$ cat src/include/mpcfg_pkg.sv
// Register map, field positions and serial frame layout of the master-page bank
package mpcfg_pkg;
  localparam int unsigned ADDR_W     = 15;
  localparam int unsigned DATA_W     = 8;
  localparam int unsigned FRAME_BITS = 24;
  localparam logic [4:0]  CNT_ADDR_DONE = 5'h10;
  localparam logic [4:0]  CNT_FRAME_END = 5'h18;

  localparam logic [ADDR_W-1:0] ADDR_CM_BIAS   = 15'h0032;
  localparam logic [ADDR_W-1:0] ADDR_CHB_SYNC  = 15'h0039;
  localparam logic [ADDR_W-1:0] ADDR_SREF_HIGH = 15'h003C;
  localparam logic [ADDR_W-1:0] ADDR_LANE_AMP  = 15'h003D;
  localparam logic [ADDR_W-1:0] ADDR_SREF_LOW  = 15'h005A;

  localparam int unsigned BIT_CM_HIGH_Z   = 5;
  localparam int unsigned BIT_CHB_GATE    = 1;
  localparam int unsigned BIT_SYNC_TOFF   = 0;
  localparam int unsigned BIT_SREF_EN     = 6;
  localparam int unsigned BIT_AMP_HIGH    = 2;

  localparam logic [DATA_W-1:0] RST_VAL   = 8'h00;
  localparam logic [1:0]        RST_2     = 2'h0;
  localparam logic [2:0]        RST_3     = 3'h0;
  localparam logic [2:0]        SYNC_IDLE = 3'h2;

  localparam logic [4:0] CODE_FIRST_STEP = 5'h08;
  localparam logic [4:0] CODE_LAST_STEP  = 5'h03;
  localparam logic [8:0] FIRST_STEP_PS   = 9'h0AF;
  localparam logic [8:0] FINE_STEP_PS    = 9'h019;
endpackage

$ cat src/core/mpcfg_regs.sv
// Master-page configuration registers behind a synchronised serial port
// Notes on behaviour
// The host writes one to bits 6 and 4 of register 0x039 on every write to it.
// The host sets the bias high-impedance bit only with dc-coupled analog inputs.
// Bias bit zero gives direct drive of the resistor common point, one gives series drive.
// Bit 1 of 0x039 gates the channel-B power-down bit of register 0x20.
// Bit 0 of 0x039 at zero enables the sync-input termination, at one disables it.
// Bit 6 of 0x03C enables the programmable SYSREF delay, zero applies none.
// The 5-bit delay code takes bits 4:3 from 0x03C[1:0] and bits 2:0 from 0x05A[7:5].
// The delay moves in 25 ps steps with the first step at 175 ps.
// Code 01000 gives 175 ps and each decrement adds 25 ps down to 00011 at 300 ps.
// Bits 2:0 of 0x03D pick one of eight lane amplitudes, 4 to 7 being the higher ones.
// Channel B powers down when its power-down bit and its gate are both one.
// The host writes zero to reserved bits and reset clears every field.
module mpcfg_regs
  import mpcfg_pkg::*;
(
  input  wire logic       clock,
  input  wire logic       rst,
  input  wire logic       spi_sclk,
  input  wire logic       spi_sen_n,
  input  wire logic       spi_sdin,
  output logic            spi_sdout,
  output logic            spi_sdout_oe,
  input  wire logic       chan_b_powerdown,
  output logic            common_mode_bias_high_impedance,
  output logic            common_mode_reference_direct,
  output logic            chan_b_powerdown_gate,
  output logic            chan_b_powered_down,
  output logic            sync_input_termination_off,
  output logic            sync_input_termination_on,
  output logic            sysref_delay_enable,
  output logic [4:0]      sysref_delay_code,
  output logic            sysref_delay_active,
  output logic            sysref_delay_code_valid,
  output logic [8:0]      sysref_delay_ps,
  output logic [2:0]      lane_output_amplitude,
  output logic            lane_amplitude_high
);
  import mpcfg_pkg::*;

  // Pin synchronisers: three stages, change taken once stages two and three agree
  logic [2:0] s1_r;
  logic [2:0] s2_r;
  logic [2:0] s3_r;
  logic [2:0] lvl_r;
  logic [2:0] agree;
  logic [2:0] rise;
  logic [2:0] fall;

  always_ff @(posedge clock or posedge rst) begin
    if (rst) begin
      // Idle pin levels, so no false edge follows reset
      s1_r  <= SYNC_IDLE;
      s2_r  <= SYNC_IDLE;
      s3_r  <= SYNC_IDLE;
      lvl_r <= SYNC_IDLE;
    end else begin
      s1_r <= {spi_sdin, spi_sen_n, spi_sclk};
      s2_r <= s1_r;
      s3_r <= s2_r;
      for (int i = 0; i < 3; i++) begin
        if (agree[i]) begin
          lvl_r[i] <= s3_r[i];
        end
      end
    end
  end

  always_comb begin
    for (int i = 0; i < 3; i++) begin
      agree[i] = (s2_r[i] == s3_r[i]);
      rise[i]  = agree[i] && s3_r[i] && !lvl_r[i];
      fall[i]  = agree[i] && !s3_r[i] && lvl_r[i];
    end
  end

  logic sclk_rise;
  logic sclk_fall;
  logic frame_on;
  logic sdin_lvl;
  assign sclk_rise = rise[0];
  assign sclk_fall = fall[0];
  assign frame_on  = !lvl_r[1] && !fall[1];
  assign sdin_lvl  = agree[2] ? s3_r[2] : lvl_r[2];

  // Frame: read flag, 15-bit address, 8-bit data, most significant bit first
  logic [4:0]            cnt_r;
  logic [FRAME_BITS-2:0] shin_r;
  logic                  rd_r;
  logic [DATA_W-1:0]     shout_r;
  logic                  wr_pulse;
  logic [ADDR_W-1:0]     wr_addr;
  logic [DATA_W-1:0]     wr_data;
  logic [DATA_W-1:0]     rd_data;

  always_ff @(posedge clock or posedge rst) begin
    if (rst) begin
      cnt_r  <= 5'h00;
      shin_r <= '0;
      rd_r   <= 1'b0;
    end else if (!frame_on) begin
      cnt_r <= 5'h00;
      rd_r  <= 1'b0;
    end else if (sclk_rise && cnt_r != CNT_FRAME_END) begin
      cnt_r  <= cnt_r + 5'h01;
      shin_r <= {shin_r[FRAME_BITS-3:0], sdin_lvl};
      if (cnt_r == 5'h00) begin
        rd_r <= sdin_lvl;
      end
    end
  end

  assign wr_pulse = frame_on && sclk_rise && !rd_r && cnt_r == CNT_FRAME_END - 5'h01;
  assign wr_addr  = shin_r[ADDR_W+DATA_W-2:DATA_W-1];
  assign wr_data  = {shin_r[DATA_W-2:0], sdin_lvl};

  // Read shifter: loaded after the address, shifted on each falling clock from the seventeenth rise on
  always_ff @(posedge clock or posedge rst) begin
    if (rst) begin
      shout_r <= RST_VAL;
    end else if (frame_on && rd_r && sclk_rise && cnt_r == CNT_ADDR_DONE - 5'h01) begin
      shout_r <= rd_data;
    end else if (frame_on && rd_r && sclk_fall && cnt_r > CNT_ADDR_DONE) begin
      shout_r <= {shout_r[DATA_W-2:0], 1'b0};
    end
  end

  logic oe_r;
  always_ff @(posedge clock or posedge rst) begin
    if (rst) begin
      oe_r <= 1'b0;
    end else begin
      oe_r <= frame_on && rd_r && cnt_r >= CNT_ADDR_DONE;
    end
  end
  assign spi_sdout    = shout_r[DATA_W-1];
  assign spi_sdout_oe = oe_r;

  // Storage: only read/write fields are held; reserved and write-only bits drop
  logic       cm_hiz_r;
  logic       chb_gate_r;
  logic       sync_off_r;
  logic       sref_en_r;
  logic [1:0] sref_hi_r;
  logic [2:0] sref_lo_r;
  logic [2:0] amp_r;

  always_ff @(posedge clock or posedge rst) begin
    if (rst) begin
      cm_hiz_r <= 1'b0;
    end else if (wr_pulse && wr_addr == ADDR_CM_BIAS) begin
      cm_hiz_r <= wr_data[BIT_CM_HIGH_Z];
    end
  end

  always_ff @(posedge clock or posedge rst) begin
    if (rst) begin
      chb_gate_r <= 1'b0;
      sync_off_r <= 1'b0;
    end else if (wr_pulse && wr_addr == ADDR_CHB_SYNC) begin
      chb_gate_r <= wr_data[BIT_CHB_GATE];
      sync_off_r <= wr_data[BIT_SYNC_TOFF];
    end
  end

  always_ff @(posedge clock or posedge rst) begin
    if (rst) begin
      sref_en_r <= 1'b0;
      sref_hi_r <= RST_2;
    end else if (wr_pulse && wr_addr == ADDR_SREF_HIGH) begin
      sref_en_r <= wr_data[BIT_SREF_EN];
      sref_hi_r <= wr_data[1:0];
    end
  end

  always_ff @(posedge clock or posedge rst) begin
    if (rst) begin
      sref_lo_r <= RST_3;
    end else if (wr_pulse && wr_addr == ADDR_SREF_LOW) begin
      sref_lo_r <= wr_data[DATA_W-1:DATA_W-3];
    end
  end

  always_ff @(posedge clock or posedge rst) begin
    if (rst) begin
      amp_r <= RST_3;
    end else if (wr_pulse && wr_addr == ADDR_LANE_AMP) begin
      amp_r <= wr_data[2:0];
    end
  end

  always_comb begin
    rd_data = RST_VAL;
    // Address complete at the sixteenth rise: fourteen bits held plus the live one
    case ({shin_r[ADDR_W-2:0], sdin_lvl})
      ADDR_CM_BIAS:   rd_data[BIT_CM_HIGH_Z] = cm_hiz_r;
      ADDR_CHB_SYNC:  rd_data = {6'h00, chb_gate_r, sync_off_r};
      ADDR_SREF_HIGH: rd_data = {1'b0, sref_en_r, 4'h0, sref_hi_r};
      ADDR_LANE_AMP:  rd_data = {5'h00, amp_r};
      ADDR_SREF_LOW:  rd_data = {sref_lo_r, 5'h00};
      default:        rd_data = RST_VAL;
    endcase
  end

  // Control outputs
  logic [4:0] code;
  logic       code_ok;
  assign code    = {sref_hi_r, sref_lo_r};
  assign code_ok = code <= CODE_FIRST_STEP && code >= CODE_LAST_STEP;

  assign common_mode_bias_high_impedance = cm_hiz_r;
  assign common_mode_reference_direct    = !cm_hiz_r;
  assign chan_b_powerdown_gate           = chb_gate_r;
  assign chan_b_powered_down             = chb_gate_r && chan_b_powerdown;
  assign sync_input_termination_off      = sync_off_r;
  assign sync_input_termination_on       = !sync_off_r;
  assign sysref_delay_enable             = sref_en_r;
  assign sysref_delay_code               = code;
  assign sysref_delay_active             = sref_en_r && code_ok;
  assign sysref_delay_code_valid         = code_ok;
  assign lane_output_amplitude           = amp_r;
  assign lane_amplitude_high             = amp_r[BIT_AMP_HIGH];

  // Nominal delay: first step plus one fine step per code decrement
  logic [8:0] delay_ps_nxt;
  logic [8:0] delay_ps_r;

  always_comb begin
    delay_ps_nxt = 9'h000;
    if (sref_en_r && code_ok) begin
      delay_ps_nxt = FIRST_STEP_PS
        + 9'(FINE_STEP_PS * 9'(CODE_FIRST_STEP - code));
    end
  end

  // Registered so the delay word downstream only moves on a clock edge
  always_ff @(posedge clock or posedge rst) begin
    if (rst) begin
      delay_ps_r <= '0;
    end else begin
      delay_ps_r <= delay_ps_nxt;
    end
  end
  assign sysref_delay_ps = delay_ps_r;

  // Checks
  // Write path into the stored fields
  a_hiz_write: assert property (@(posedge clock) disable iff (rst)
    wr_pulse && wr_addr == ADDR_CM_BIAS |=> cm_hiz_r == $past(wr_data[BIT_CM_HIGH_Z]))
    else $error("bias impedance bit not stored");
  a_gate_write: assert property (@(posedge clock) disable iff (rst)
    wr_pulse && wr_addr == ADDR_CHB_SYNC
    |=> chan_b_powerdown_gate == $past(wr_data[BIT_CHB_GATE]))
    else $error("power-down gate bit not stored");
  a_term_sense: assert property (@(posedge clock) disable iff (rst)
    wr_pulse && wr_addr == ADDR_CHB_SYNC |=> sync_input_termination_on == !$past(wr_data[0]))
    else $error("termination sense wrong");
  a_high_write: assert property (@(posedge clock) disable iff (rst)
    wr_pulse && wr_addr == ADDR_SREF_HIGH
    |=> sysref_delay_enable == $past(wr_data[BIT_SREF_EN])
      && sysref_delay_code[4:3] == $past(wr_data[1:0]))
    else $error("delay enable or high code bits not stored");
  a_code_join: assert property (@(posedge clock) disable iff (rst)
    wr_pulse && wr_addr == ADDR_SREF_LOW |=> sysref_delay_code[2:0] == $past(wr_data[7:5]))
    else $error("low code bits not from bits 7:5");
  a_amp_store: assert property (@(posedge clock) disable iff (rst)
    wr_pulse && wr_addr == ADDR_LANE_AMP |=> lane_output_amplitude == $past(wr_data[2:0]))
    else $error("amplitude field not stored");
  // Derived controls
  a_hiz_sense: assert property (@(posedge clock) disable iff (rst)
    common_mode_reference_direct != common_mode_bias_high_impedance)
    else $error("bias drive selects disagree");
  a_chb_gate: assert property (@(posedge clock) disable iff (rst)
    chan_b_powered_down == (chb_gate_r && chan_b_powerdown))
    else $error("channel B power-down not gated");
  a_chb_off: assert property (@(posedge clock) disable iff (rst)
    !chb_gate_r |-> !chan_b_powered_down)
    else $error("channel B down without gate");
  a_chb_down: assert property (@(posedge clock) disable iff (rst)
    chb_gate_r && chan_b_powerdown |-> chan_b_powered_down)
    else $error("channel B not powered down");
  a_term_pair: assert property (@(posedge clock) disable iff (rst)
    sync_input_termination_on != sync_input_termination_off)
    else $error("termination selects disagree");
  a_delay_off: assert property (@(posedge clock) disable iff (rst)
    !sref_en_r |-> !sysref_delay_active ##1 sysref_delay_ps == 9'h000)
    else $error("delay applied while disabled");
  a_first_step: assert property (@(posedge clock) disable iff (rst)
    sref_en_r && code == 5'h08 |=> sysref_delay_ps == 9'h0AF)
    else $error("first step not 175 ps");
  a_step_grid: assert property (@(posedge clock) disable iff (rst)
    sysref_delay_active |=> (sysref_delay_ps - 9'h0AF) % 9'h019 == 9'h000)
    else $error("delay off the 25 ps grid");
  a_last_step: assert property (@(posedge clock) disable iff (rst)
    sref_en_r && code == 5'h03 |=> sysref_delay_ps == 9'h12C)
    else $error("last step not 300 ps");
  a_delay_range: assert property (@(posedge clock) disable iff (rst)
    sysref_delay_active |=> sysref_delay_ps >= 9'h0AF && sysref_delay_ps <= 9'h12C)
    else $error("delay outside 175 to 300 ps");
  a_amp_high: assert property (@(posedge clock) disable iff (rst)
    lane_amplitude_high == (lane_output_amplitude >= 3'h4))
    else $error("amplitude class wrong");
  a_oe_frame: assert property (@(posedge clock) disable iff (rst)
    !frame_on |=> !spi_sdout_oe)
    else $error("read driver on outside a frame");
  a_reset_clear: assert property (@(posedge clock)
    $fell(rst) |-> amp_r == 3'h0 && code == 5'h00 && !cm_hiz_r && !chb_gate_r
      && sysref_delay_ps == 9'h000 && !spi_sdout_oe)
    else $error("fields not cleared by reset");
endmodule

$ cat config.mk
export PLATFORM = sky130hd
export DESIGN_NAME = mpcfg_regs
export DESIGN_NICKNAME = d
export VERILOG_FILES = /design/src/include/mpcfg_pkg.sv /design/src/core/mpcfg_regs.sv
export SDC_FILE = /design/constraint.sdc
export NUM_CORES = 1
export LEC_CHECK = 0
export ABC_AREA = 1
export ABC_CLOCK_PERIOD_IN_PS = 9950
export BUFFER_PORTS_ARGS = -buffer_cell sky130_fd_sc_hd__buf_2
export CORE_ASPECT_RATIO = 2
export CORE_MARGIN = 4
export CORE_UTILIZATION = 35
export CTS_CLUSTER_DIAMETER = 50
export CTS_CLUSTER_SIZE = 25
export DETAILED_ROUTE_END_ITERATION = 8
export HOLD_SLACK_MARGIN = 0.1
export PLACE_DENSITY_LB_ADDON = 0.05
export SYNTH_ARGS = -nofsm -noshare
export SYNTH_HDL_FRONTEND = slang
export SYNTH_SLANG_ARGS = --single-unit
$ cat constraint.sdc
create_clock -name clock -period 9.95 [get_ports clock]
set_input_delay 0 -clock clock [delete_from_list [all_inputs] [get_ports clock]]
set_output_delay 0 -clock clock [all_outputs]
set_load 0.01 [all_outputs]
==> flow_summary.yaml <==
status:
  status: "finished, final reports clean"
layout:
  seq_area_sq_um: 1760
  layout.nets: 495
  insertedDiodeCount: 0
  syn_to_final_growth_pct: 17.9
  fin_area_sq_um: 4380
  fill_cells: 1106
  multi_input_area_sq_um: 1680
  layout-drive-gt1-share: 0.180
die:
  start_util: 0.354
  die_x_microns: 80.8
  core_sq_um: 10500
  die_h_microns: 154
  io-pin-count: 35
  die_area_sq_um: 12400
  num_rows: 53
timing:
  setup_viol: 0
  rsz0062_at_grt: "false"
  period_minus_slack_ps: 3740
  fin_skew_ps: 6.17
  tns_ps: 0
  max_slew_margin: 0.384
  fmax_ghz: 0.267
  worst_pin_slew_ps: 924
  slew_violations: 0
  finalHoldViolations: 0
  fin_crit_sh: 0.376
clocking:
  cts.reportedPaths.clkPinSlew_ps: 60
  cts_made_buffers: 9
  worstSkewPairLatency_ps: 330
  ctsResizeCount: 0
  htree_levels: 3
  clock-root-buffer: "clkbuf_16"
  cts.sinks: 70
  cts_tree: "built"
  clockBufferDepth: 2
  ctsHoldBuffers: 4
  postCtsSetupBuffers: 0
route:
  drc: 0
  drt_first_iter_violations: 132
  viasPerCell: 4.72
  vias: 2822
  wl_per_cell_microns: 13.8
  first_pass_iters: 4
  totalWireLength_mm: 8.26
  ant_nets: 0
logic_synthesis:
  ys_seq_elements: 70
  synth_commonest_cells: "nand2_1 (97), dfrtp_1 (66), inv_1 (54)"
  synth_ff_type: "dfrtp_1"
  synth_warnings: 0
  synth.distinct_cells: 37
  seq_area_frac_synth: 0.473
  yosysMostFrequentCell: "nand2_1"
  synth_top_area_cell: "dfrtp_1"
  yosys.area.top_type_share: 0.445
  synthArstFlopShare: 1.00
  synthTopCellsByArea: "dfrtp_1 (44%), nand2_1 (9.8%), ha_1 (9.4%)"
  syn_area_sq_um: 3710
  syn_nets: 452
  synth_cells: 413
  synth_edf_count: 0
  synth.avg_cell_area_sq_um: 8.99
pwr:
  clkPwrFrac: 0.469
  power_frac_comb: 0.097
  switching_share: 0.251
  ir_drop_v: 0.0000873
  internal_power_mw: 0.547
  power_leakage_nw: 2.24
  p_switching_mw: 0.184
  total_power_mw: 0.730
  seqPwrFrac: 0.434
  p_per_area_nw_per_um2: 167
setup_path:
  worstReg2RegEnd: "sysref_delay_ps[8]"
  rrSetupSlack_ps: 6210
  worstPathRequired_ps: 10170
  max_stage_delay_ps: 560
  crit_fanout: 11
  arrival_ps: 3960
  reg2reg_from: "sref_lo_r[0]"
  r2r_cells: 15
  critPathSlowestCell: "dfrtp_1"
  critPathLaunchType: "flop"
  criticalPathCategory: "flop to flop"
  crit_chain: "inv_1, nand3_1, xor2_1, inv_1, ha_1, ha_1, fa_1, fa_1, ha_1, nand2_1, nand2_1, nand2_1, nand3_1, nand2_1, nor2_1"
  end_kind: "flop"
  cp_common_cell: "nand2_1"
worst_hold_path:
  min_from: "chan_b_powerdown"
  min_path_type: "input port to primary output"
  worstHoldEndpoint: "chan_b_powered_down"
  whs_path_depth: 4
grt:
  grt_pass1_wl_mm: 13.8
  track_usage: 0.145
  grt_overflow: 0
  grt_start_max_net_pins: 71
  grt_pass1_vias: 2810
  antenna_found_initial: 0
placed_design:
  io_buffers: 34
  gp_congestion: 0.764
  dp_hpwl_mm: 6.15
  dpl_cell_area_sq_um: 4020
run:
  cap_viol_max_count: 0
==> critical path: cells and delay by family, from the launching register on <==
kind                     cells  cell delay [ps]
XOR/XNOR                     1              260
buffers and inverters        2              330
flip-flops                   1              560
adder cells (fa/ha/maj)      5             1960
AND/OR/NAND/NOR              7              540
==> per-stage QoR <==
stage	hold WS (ps)	util	worst slack, ps	cells
2_1_floorplan	4.48	-	6410	413
3_3_place_gp	107	0.384	6270	578
3_5_place_dp	106	0.384	6170	578
4_1_cts	274	0.418	6160	598
5_1_grt	308	0.418	5870	598
6_report	268	0.418	6210	598
==> layer usage <==
| metal | track usage | routed length (microns) |
|---|---|---|
| met1 | 0.160 | 3280 |
| met2 | 0.267 | 4610 |
| met3 | 0.0270 | 232 |
| met4 | 0.0540 | 145 |
| met5 | 0 | 0 |
==> sequential cells by signal, summed over array words and instances (netlist names), 3 cells and up <==
| signal | count |
|---|---|
| shin_r | 22 |
| sysref_delay_ps | 9 |
| shout_r | 8 |
| cnt_r | 5 |
| lane_output_amplitude | 3 |
| lvl_r | 3 |
| s1_r | 3 |
| s2_r | 3 |
| s3_r | 3 |
| sref_lo_r | 3 |
==> cells in the final DEF (no fill, tap or decap), types with 5 or more instances in the layout <==
cell type	instances
fa_1	5
inv_2	8
nor2_1	22
inv_1	53
nand4_1	8
dfrtp_1	66
ha_1	28
clkbuf_16	9
o21ai_0	10
o21ai_1	31
nand3_1	23
buf_2	34
nor3_1	6
a21oi_1	7
nand2_1	97
==> how the worst max path moves through the flow <==
stage	start	endpoint	slack, ps
3_3_place_gp	sref_lo_r[0]	sysref_delay_ps[8]	6270
5_1_grt	sref_lo_r[0]	sysref_delay_ps[8]	5870
2_1_floorplan	sref_lo_r[0]	sysref_delay_ps[8]	6410
6_report	sref_lo_r[0]	sysref_delay_ps[8]	6210
3_5_place_dp	sref_lo_r[0]	sysref_delay_ps[8]	6170
4_1_cts	sref_lo_r[0]	sysref_delay_ps[8]	6160
==> power by group through the flow <==
stage	clock network, mW	registers (mW)	logic (mW)
CTS	0.355	0.317	0.0718
global route	0.363	0.320	0.0806
global placement	0	0.322	0.0695
finish	0.343	0.317	0.0707
floorplan	0	0.318	0.0544
detailed placement	0	0.322	0.0704
==> cell type report <==
cell class	count	share of cell area
Tap cell	137	0.0392
Clock inverter	4	0.0160
Timing Repair Buffer	39	0.0497
Sequential cell	70	0.401
Clock buffer	12	0.0563
Inverter	63	0.0549
Multi-Input combinational cell	273	0.383
==> cell families (layout without fill, tap and decap cells) <==
family          count (synthesis)  after routing  synth area share
compound gates                 56             56            0.0866
buf+inv                        70            118            0.0755
flops                          70             70             0.473
simple gates                  177            177             0.227
xor+xnor                        7              7            0.0165
fa+ha+maj                      33             33             0.121
Power figures use the tool's default switching activity.
